--- config.mk ---
export PLATFORM = sky130hd
export DESIGN_NAME = battery_duty_cycle_control
export DESIGN_NICKNAME = d
export VERILOG_FILES = /design/src/hw/batt_duty_pkg.sv /design/src/hw/interval_timer.sv /design/src/hw/battery_duty_cycle_control.sv
export SDC_FILE = /design/constraint.sdc
export NUM_CORES = 1
export LEC_CHECK = 0
export ABC_AREA = 0
export BUFFER_PORTS_ARGS = -buffer_cell sky130_fd_sc_hd__buf_2
export CORE_UTILIZATION = 54
export CTS_CLUSTER_SIZE = 16
export DETAILED_ROUTE_END_ITERATION = 12
export MAX_ROUTING_LAYER = met4
export PLACE_DENSITY = 0.77
export SETUP_SLACK_MARGIN = 0.2
export SKIP_CTS_REPAIR_TIMING = 1
export SLEW_MARGIN = 20
export SYNTH_ARGS = -nofsm -noshare
export SYNTH_HDL_FRONTEND = slang
export SYNTH_SLANG_ARGS = --single-unit
--- constraint.sdc ---
create_clock -name i_clk_sys -period 3.2 [get_ports i_clk_sys]
set_input_delay 0.16 -clock i_clk_sys [delete_from_list [all_inputs] [get_ports i_clk_sys]]
set_output_delay 0.16 -clock i_clk_sys [all_outputs]
set_load 0.01 [all_outputs]
--- src/hw/batt_duty_pkg.sv ---
package batt_duty_pkg;
	// Register byte addresses
	localparam logic [7:0]  ADDR_TIMING_WORD = 8'h00;
	localparam logic [7:0]  ADDR_LIVE_WORD   = 8'h04;
	localparam logic [7:0]  ADDR_STATUS      = 8'h08;
	localparam logic [7:0]  ADDR_CONTROL     = 8'h0c;
	// Field positions in the 16-bit word (bit 15 is printed bit 0)
	localparam int          POS_DUTY  = 14;
	localparam int          POS_FADE  = 12;
	localparam int          POS_INIT  = 8;
	localparam int          POS_UNITS = 6;
	localparam int          POS_IDLE  = 2;
	localparam int          POS_SENS  = 0;
	localparam logic [15:0] RESET_TIMING_WORD = 16'h0000;
	localparam logic [1:0]  RESET_SENS        = 2'h1;
	// Timing in ns, at a 10 ns clock
	localparam int          CLK_NS      = 10;
	localparam int          DET_ON_NS   = 50000;
	localparam int          DET_OFF0_NS = 50000;
	localparam int          DET_OFF1_NS = 150000;
	localparam int          DET_OFF2_NS = 350000;
	localparam int          FADE0_NS    = 125000;
	localparam int          FADE1_NS    = 1000000;
	localparam int          FADE2_NS    = 10000000;
	localparam int          FADE3_NS    = 100000000;
	// Tick period of the timeout counters: 10 ms
	localparam int          TICK_NS     = 10000000;
	localparam int          TICK_CYC    = TICK_NS / CLK_NS;
	localparam int          US_CYC      = 1000 / CLK_NS;
	// Idle units in ticks of 10 ms
	localparam logic [12:0] UNIT0_TICKS = 13'd1;
	localparam logic [12:0] UNIT1_TICKS = 13'd100;
	localparam logic [12:0] UNIT2_TICKS = 13'd400;
	localparam logic [12:0] UNIT3_TICKS = 13'd6400;
	typedef enum logic [1:0] {
		ST_ACTIVE = 2'b01,
		ST_SLEEP  = 2'b10
	} power_state_t;
endpackage

--- src/hw/interval_timer.sv ---
// Down-counter that flags done once N ticks have passed since start
module interval_timer (
	input  wire logic        i_clk_sys,
	input  wire logic        i_srst,
	input  wire logic        i_start,
	input  wire logic        i_tick,
	input  wire logic [20:0] i_count,
	output logic             o_done
);
	import batt_duty_pkg::*;

	logic [20:0] cnt_r;
	logic [20:0] cnt_nxt;
	logic        run_r;
	logic        run_nxt;
	logic        done_r;
	logic        done_nxt;

	// Count ticks; a zero count never expires
	always_comb begin
		cnt_nxt  = cnt_r;
		run_nxt  = run_r;
		done_nxt = done_r;
		if (i_start) begin
			cnt_nxt  = i_count + 21'h1; // first tick is partial
			run_nxt  = (i_count != 21'h0);
			done_nxt = 1'b0;
		end else if (run_r && i_tick) begin
			if (cnt_r == 21'h1) begin
				run_nxt  = 1'b0;
				done_nxt = 1'b1;
			end
			cnt_nxt = cnt_r - 21'h1;
		end
	end

	always_ff @(posedge i_clk_sys) begin
		if (i_srst) begin
			cnt_r  <= 21'h0;
			run_r  <= 1'b0;
			done_r <= 1'b0;
		end else begin
			cnt_r  <= cnt_nxt;
			run_r  <= run_nxt;
			done_r <= done_nxt;
		end
	end

	assign o_done = done_r;
endmodule

--- src/hw/battery_duty_cycle_control.sv ---
module battery_duty_cycle_control (
	input  wire logic        i_clk_sys,
	input  wire logic        i_srst,
	input  wire logic        psel,
	input  wire logic        penable,
	input  wire logic        pwrite,
	input  wire logic [7:0]  paddr,
	input  wire logic [31:0] pwdata,
	output logic [31:0]      prdata,
	output logic             pready,
	output logic             pslverr,
	input  wire logic        i_field_detect,
	input  wire logic        i_rf_cmd_busy,
	input  wire logic        i_rf_cmd_rx,
	input  wire logic        i_rf_energize,
	input  wire logic        i_battery_ok,
	input  wire logic        i_battery_assisted_mode,
	input  wire logic        i_serial_boot_command,
	output logic             o_detector_en,
	output logic             o_sleep,
	output logic [3:0]       o_sensitivity_sel,
	output logic             o_init_timeout,
	output logic             o_idle_timeout
);
	import batt_duty_pkg::*;

	localparam int ON_CYC   = DET_ON_NS / CLK_NS;

	// Cycle count of a detector off time
	function automatic logic [15:0] off_cycles(input logic [1:0] code);
		case (code)
			2'h1:    off_cycles = 16'(DET_OFF0_NS / CLK_NS);
			2'h2:    off_cycles = 16'(DET_OFF1_NS / CLK_NS);
			default: off_cycles = 16'(DET_OFF2_NS / CLK_NS);
		endcase
	endfunction

	// Fade time in clock cycles
	function automatic logic [23:0] fade_cycles(input logic [1:0] code);
		case (code)
			2'h0:    fade_cycles = 24'(FADE0_NS / CLK_NS);
			2'h1:    fade_cycles = 24'(FADE1_NS / CLK_NS);
			2'h2:    fade_cycles = 24'(FADE2_NS / CLK_NS);
			default: fade_cycles = 24'(FADE3_NS / CLK_NS);
		endcase
	endfunction

	// Pin synchronisers, two flops each
	logic [6:0] sync1_r;
	logic [6:0] sync2_r;
	logic [6:0] pins;
	assign pins = {i_field_detect, i_rf_cmd_busy, i_rf_cmd_rx, i_rf_energize,
		i_battery_ok, i_battery_assisted_mode, i_serial_boot_command};
	always_ff @(posedge i_clk_sys) begin // Unreset: pins high in reset give no edge
		sync1_r <= pins;
		sync2_r <= sync1_r;
	end
	logic field_s, busy_s, cmd_s, energ_s, batt_s, assist_s, sboot_s;
	assign {field_s, busy_s, cmd_s, energ_s, batt_s, assist_s, sboot_s} = sync2_r;

	// Registers and state
	logic [15:0]  word_r, word_nxt;
	logic [1:0]   sens_r, sens_nxt;
	logic [2:0]   prev_r, prev_nxt;
	logic         boot_r, boot_nxt;
	logic [15:0]  duty_cnt_r, duty_cnt_nxt;
	logic         det_on_r, det_on_nxt;
	logic [23:0]  fade_cnt_r, fade_cnt_nxt;
	power_state_t state_r, state_nxt;
	logic [19:0]  tick_cnt_r, tick_cnt_nxt;
	logic         tick_r, tick_nxt;
	logic         restart_r, restart_nxt;
	logic [31:0]  prdata_r, prdata_nxt;
	logic         pready_r, pready_nxt;
	logic         pslverr_r, pslverr_nxt;
	logic [3:0]   sens_dec;
	logic [20:0]  idle_count;
	logic         init_done, idle_done;

	// Field views of the timing word
	logic [1:0] duty_f, fade_f, units_f;
	logic [3:0] init_f, idle_f;
	assign duty_f  = word_r[POS_DUTY +: 2];
	assign fade_f  = word_r[POS_FADE +: 2];
	assign init_f  = word_r[POS_INIT +: 4];
	assign units_f = word_r[POS_UNITS +: 2];
	assign idle_f  = word_r[POS_IDLE +: 4];

	// Sensitivity decode to one-hot select
	always_comb begin
		case (sens_r)
			2'h0:    sens_dec = 4'h1;
			2'h1:    sens_dec = 4'h2;
			2'h2:    sens_dec = 4'h4;
			default: sens_dec = 4'h8;
		endcase
	end

	// Idle timeout in 10 ms ticks by units
	always_comb begin
		case (units_f)
			2'h0:    idle_count = 21'(idle_f) * 21'(UNIT0_TICKS);
			2'h1:    idle_count = 21'(idle_f) * 21'(UNIT1_TICKS);
			2'h2:    idle_count = 21'(idle_f) * 21'(UNIT2_TICKS);
			default: idle_count = 21'(idle_f) * 21'(UNIT3_TICKS);
		endcase
	end

	// APB slave, boot latch and sequencing
	always_comb begin
		word_nxt     = word_r;
		sens_nxt     = sens_r;
		prev_nxt     = {energ_s, batt_s, sboot_s};
		boot_nxt     = 1'b0;
		prdata_nxt   = 32'h0;
		pready_nxt   = 1'b0;
		pslverr_nxt  = 1'b0;
		restart_nxt  = cmd_s;
		// Boot events on rising edges
		if ((energ_s && !prev_r[2] && !assist_s) || (batt_s && !prev_r[1] && assist_s)
			|| (sboot_s && !prev_r[0])) begin
			boot_nxt = 1'b1;
		end
		if (boot_r) begin
			sens_nxt    = word_r[POS_SENS +: 2];
			restart_nxt = 1'b1;
		end
		// One wait state; read data and error set up at the first access edge
		if (psel && penable && !pready_r) begin
			pready_nxt = 1'b1;
			case (paddr)
				ADDR_TIMING_WORD: prdata_nxt = {16'h0, word_r};
				ADDR_LIVE_WORD:   prdata_nxt = {30'h0, sens_r};
				ADDR_STATUS:      prdata_nxt = {27'h0, idle_done, init_done,
					det_on_r, state_r == ST_SLEEP, boot_r};
				ADDR_CONTROL:     pslverr_nxt = 1'b0;
				default:          pslverr_nxt = 1'b1;
			endcase
		end
		// Writes land at the completing edge, while pready is high
		if (psel && penable && pready_r && pwrite && paddr == ADDR_TIMING_WORD) begin
			word_nxt    = pwdata[15:0];
			restart_nxt = 1'b1;
		end
		if (psel && penable && pready_r && pwrite && paddr == ADDR_CONTROL && pwdata[0]) begin
			boot_nxt = 1'b1;
		end
	end

	// Detector duty gate
	always_comb begin
		duty_cnt_nxt = duty_cnt_r + 16'h1;
		det_on_nxt   = det_on_r;
		if (duty_f == 2'h0) begin
			det_on_nxt   = 1'b1;
			duty_cnt_nxt = 16'h0;
		end else if (det_on_r && duty_cnt_r >= 16'(ON_CYC - 1)) begin
			det_on_nxt   = 1'b0;
			duty_cnt_nxt = 16'h0;
		end else if (!det_on_r && duty_cnt_r >= off_cycles(duty_f) - 16'h1) begin
			det_on_nxt   = 1'b1;
			duty_cnt_nxt = 16'h0;
		end
	end

	// Fade timer and power state
	always_comb begin
		fade_cnt_nxt = fade_cnt_r;
		state_nxt    = state_r;
		case (state_r)
			ST_ACTIVE: begin
				if (cmd_s) begin
					fade_cnt_nxt = 24'h0;
				end else if (!busy_s && det_on_r) begin
					if (field_s) begin
						fade_cnt_nxt = 24'h0;
					end else if (fade_cnt_r >= fade_cycles(fade_f) - 24'h1) begin
						state_nxt    = ST_SLEEP;
						fade_cnt_nxt = 24'h0;
					end else begin
						fade_cnt_nxt = fade_cnt_r + 24'h1;
					end
				end else if (!busy_s && fade_cnt_r != 24'h0) begin // Off: only a missed field
					if (fade_cnt_r >= fade_cycles(fade_f) - 24'h1) begin
						state_nxt    = ST_SLEEP;
						fade_cnt_nxt = 24'h0;
					end else begin
						fade_cnt_nxt = fade_cnt_r + 24'h1;
					end
				end
				if (init_done) begin
					state_nxt = ST_SLEEP;
				end
			end
			ST_SLEEP: begin
				if (det_on_r && field_s) begin
					state_nxt = ST_ACTIVE;
				end
			end
			default: state_nxt = ST_ACTIVE;
		endcase
	end

	// Free 10 ms tick; timers start between ticks
	always_comb begin
		tick_nxt     = 1'b0;
		tick_cnt_nxt = tick_cnt_r + 20'h1;
		if (tick_cnt_r == 20'(TICK_CYC - 1)) begin
			tick_cnt_nxt = 20'h0;
			tick_nxt     = 1'b1;
		end
	end

	always_ff @(posedge i_clk_sys) begin
		if (i_srst) begin
			word_r     <= RESET_TIMING_WORD;
			sens_r     <= RESET_SENS;
			prev_r     <= 3'h7;
			boot_r     <= 1'b0;
			duty_cnt_r <= 16'h0;
			det_on_r   <= 1'b1;
			fade_cnt_r <= 24'h0;
			state_r    <= ST_ACTIVE;
			tick_cnt_r <= 20'h0;
			tick_r     <= 1'b0;
			restart_r  <= 1'b0;
			prdata_r   <= 32'h0;
			pready_r   <= 1'b0;
			pslverr_r  <= 1'b0;
		end else begin
			word_r     <= word_nxt;
			sens_r     <= sens_nxt;
			prev_r     <= prev_nxt;
			boot_r     <= boot_nxt;
			duty_cnt_r <= duty_cnt_nxt;
			det_on_r   <= det_on_nxt;
			fade_cnt_r <= fade_cnt_nxt;
			state_r    <= state_nxt;
			tick_cnt_r <= tick_cnt_nxt;
			tick_r     <= tick_nxt;
			restart_r  <= restart_nxt;
			prdata_r   <= prdata_nxt;
			pready_r   <= pready_nxt;
			pslverr_r  <= pslverr_nxt;
		end
	end

	// Initial detection timeout, 10 ms steps
	interval_timer u_init_timer (
		.i_clk_sys (i_clk_sys),
		.i_srst    (i_srst),
		.i_start   (restart_r),
		.i_tick    (tick_r),
		.i_count   ({17'h0, init_f}),
		.o_done    (init_done)
	);

	// Idle timeout, scaled by units
	interval_timer u_idle_timer (
		.i_clk_sys (i_clk_sys),
		.i_srst    (i_srst),
		.i_start   (restart_r),
		.i_tick    (tick_r),
		.i_count   (idle_count),
		.o_done    (idle_done)
	);

	// Output flops
	logic [3:0] sens_out_r;
	logic       sleep_r;
	always_ff @(posedge i_clk_sys) begin
		if (i_srst) begin
			sens_out_r <= 4'h2;
			sleep_r    <= 1'b0;
		end else begin
			sens_out_r <= sens_dec;
			sleep_r    <= (state_nxt == ST_SLEEP);
		end
	end

	assign prdata            = prdata_r;
	assign pready            = pready_r;
	assign pslverr           = pslverr_r;
	assign o_detector_en     = det_on_r;
	assign o_sleep           = sleep_r;
	assign o_sensitivity_sel = sens_out_r;
	assign o_init_timeout    = init_done;
	assign o_idle_timeout    = idle_done;
endmodule

==> impl_metrics.yaml <==
finish:
  area_growth_syn_to_layout_pct: 15.02
  multiInputGateArea_um2: 5016
  final_layout_size_suffix_gt1_share_pct: 11.64
  fillerInstances: 1365
  regArea_um2: 3405
  antenna_cells: 0
  nNetsFinal: 1219
  final_area_um2: 10110
synthesis:
  yosysWarnings: 0
  synthSimpleGateAreaFrac_pct: 24.16
  netlist_instances: 1023
  synth-main-ff-cell: "dfxtp_1"
  synth_area_um2: 8787
  synth_edf_count: 0
  synth.area.mux_share_pct: 2.848
  yosysSeqAreaShare_pct: 38.73
  synth_area_per_cell_um2: 8.590
  synth_top_family_by_area: "simple AND/OR/NAND/NOR gates"
  synth_async_sr_flop_share_pct: 0
  synth.ff_latch_count: 170
  synth_compound_area_share_pct: 11.83
  yosysUniqueCellTypes: 64
  yosys.area_share.adder_pct: 9.056
  synth_xor_xnor_area_share_pct: 8.073
clocking:
  clk_pin_slew_ns: 0.06
  cts_tree: "yes"
  insertion_delay_ns: 0.43
  cts_sinks: 170
  clock_path_buffers: 2
  cts_inserted_buffers: 17
  cts-root-buf: "clkbuf_16"
  htree_levels: 4
global_routing:
  grt_pass1_wl_um: 31440
  grt_max_degree: 49
  grt_pass1_vias: 6564
  grt-ovfl-total: 0
  antenna_found_initial: 0
  grt_usage_pct: 24.28
detailed_routing:
  postRouteAntennaNets: 0
  avgRoutedWirePerCell_um: 14.54
  vias: 7437
  first_pass_iters: 5
  wirelength_um: 19380
  routed_via_density: 5.579
  drc: 0
  drtIter0Drc: 498
die:
  coreArea_um2: 15890
  die_w_um: 129.6
  start_util_pct: 55.32
  rows: 46
  die_area_um2: 16790
  num_io_pins: 94
  die-height_um: 129.6
critical_path:
  start_kind: "register"
  arrival_ns: 3.22
  r2r_cells: 9
  reg2reg_to: "fade_cnt_r[13]"
  path_class: "register to register"
  r2r-start: "word_r[12]"
  cp.required_ns: 3.55
  regToRegSetupSlack_ns: 0.33
  cp_max_fo: 7
  critPathCaptureType: "register"
worst_hold_path:
  worstHoldStart: "pwdata[2]"
  min_to: "word_r[2]"
  hold_depth: 3
  holdCritPathClass: "input pin to register"
sta:
  rsz0062_at_grt: "true"
  setup_viol: 0
  fin_tns_setup_ns: 0
  fmax_mhz: 348.7
  slew_violations: 0
  period_share_pct: 89.61
  layout_min_cycle_time_ns: 2.867
  worst_slew_pin_slew_ns: 0.9947
  hold_ws_ns: -0.01451
  hold_violations: 5
  fin_skew_ns: 0.006967
  max-slew-margin-rel_pct: 33.69
power:
  p_switching_uw: 1080
  pwr-share-seq_pct: 48.2
  p_per_area_nw_per_um2: 446.9
  p_comb_share_pct: 5.4
  p_leak_uw: 0.004158
  p_int_uw: 3437
  p_clk_share_pct: 46.4
  swShare_pct: 23.91
  ir_drop_mv: 0.4160
flow_run:
  cap_violations: 0
placed_design:
  place_area_um2: 9269
  dp_hpwl_um: 13360
  port_buffers: 61
  place_congestion: 0.8746
status:
  violations: "hold timing"
  status: "finished with violations"
-- metrics by stage --
step | power [uW] | cells | setup slack, ns | util, % | hold WS (ns)
floorplan | 2387 | 1040 | 0.2119 | - | 0.1877
global placement | 2439 | 1279 | 0.1937 | 58.35 | 0.2627
detailed placement | 2444 | 1279 | 0.1280 | 58.35 | 0.2636
CTS | 4518 | 1311 | 0.1079 | 62.13 | -0.1917
global route | 4663 | 1333 | 0.1531 | 63.63 | 0.007167
finish | 4516 | 1333 | 0.3326 | 63.63 | -0.01451
-- critical path, cell delays in order, from the launching register on --
cell,delay [ns]
dfxtp_2,0.36
inv_2,0.08
ha_4,0.25
ha_1,0.29
a21o_1,0.18
a21o_1,0.18
o311a_1,0.40
or3_4,0.40
or4_1,0.47
a31oi_1,0.18
-- cell families (layout without fill, tap and decap cells) --
family	after synthesis	after routing
simple gates	425	426
flops	170	170
compound gates	155	155
buf+inv	102	178
xor+xnor	81	81
fa+ha+maj	63	63
mux	25	25
other cells	2	19
-- area by class of cell --
cell class                      instances  area share [%]
Sequential cell                       170           33.68
Inverter                               48           1.783
Tap cell                              216           2.674
Clock buffer                           18           4.345
Multi-Input combinational cell        769           49.63
Clock inverter                         14           1.597
Timing Repair Buffer                   98           6.289
-- cell usage after synthesis (5+ instances only) --
cell type / count / share of area (%)
ha_1: 62 / 8.8
or4_1: 16 / 1.4
buf_4: 17 / 1.5
and3_1: 13 / 0.93
a211o_1: 5 / 0.50
a31oi_1: 12 / 0.85
a211oi_1: 12 / 1.0
o211ai_1: 8 / 0.68
or3_1: 11 / 0.78
nor2_1: 137 / 5.9
xnor2_1: 49 / 4.9
inv_1: 46 / 2.0
dfxtp_1: 170 / 39
a21oi_1: 47 / 2.7
nand4_1: 22 / 1.6
xor2_1: 32 / 3.2
nor2b_1: 9 / 0.64
nor4_1: 19 / 1.4
nand3_1: 48 / 2.7
nor3_1: 44 / 2.5
and2_1: 7 / 0.50
or2_2: 7 / 0.50
clkbuf_1: 26 / 1.1
a2bb2oi_1: 5 / 0.50
mux2i_1: 25 / 2.8
a21o_1: 10 / 0.85
nand2b_1: 10 / 0.71
a311oi_1: 6 / 0.60
buf_1: 7 / 0.30
o21ai_0: 18 / 1.0
nand2_1: 61 / 2.6
-- registers in the layout, indices dropped and copies added (netlist names), 16 cells and up --
register and flops:
duty_cnt_r 16, prdata 16, fade_cnt_r 24, tick_cnt_r 20, u_init_timer.cnt_r 21, word_r 16
u_idle_timer.cnt_r 21
-- power by group through the flow --
stage          clock [uW]  combinational [uW]  sequential [uW]
5_1_grt              2210                 271             2180
6_report             2100                 243             2180
3_5_place_dp            0                 219             2220
3_3_place_gp            0                 216             2220
2_1_floorplan           0                 168             2220
4_1_cts              2120                 220             2180
-- layer usage --
| metal | global-route usage (%) | share of wire (%) |
|---|---|---|
| met1 | 32.25 | 48 |
| met2 | 37.40 | 47 |
| met3 | 4.294 | 4.1 |
| met4 | 7.729 | 1.3 |
| met5 | - | 0 |
-- worst max-delay path by stage --
stage	start	to	slack, ns
after floorplan	word_r[13]	fade_cnt_r[11]	0.21
after global placement	word_r[12]	fade_cnt_r[21]	0.19
after detailed placement	word_r[12]	fade_cnt_r[3]	0.13
after CTS	word_r[12]	fade_cnt_r[13]	0.11
after global routing	word_r[12]	fade_cnt_r[3]	0.15
final	word_r[12]	fade_cnt_r[13]	0.33
-- placed cells by master (no fill, tap or decap), types with 19 or more instances in the layout --
master,instances
nor3_1,44
ha_1,60
nor2_1,137
inv_1,44
nand2_1,61
dlygate4sd3_1,21
conb_1,19
xnor2_1,49
nand4_1,22
nand3_1,48
mux2i_1,25
a21oi_1,46
xor2_1,32
buf_2,61
dfxtp_1,169
nor4_1,19
Note: power is estimated with default switching activity, not from simulation.
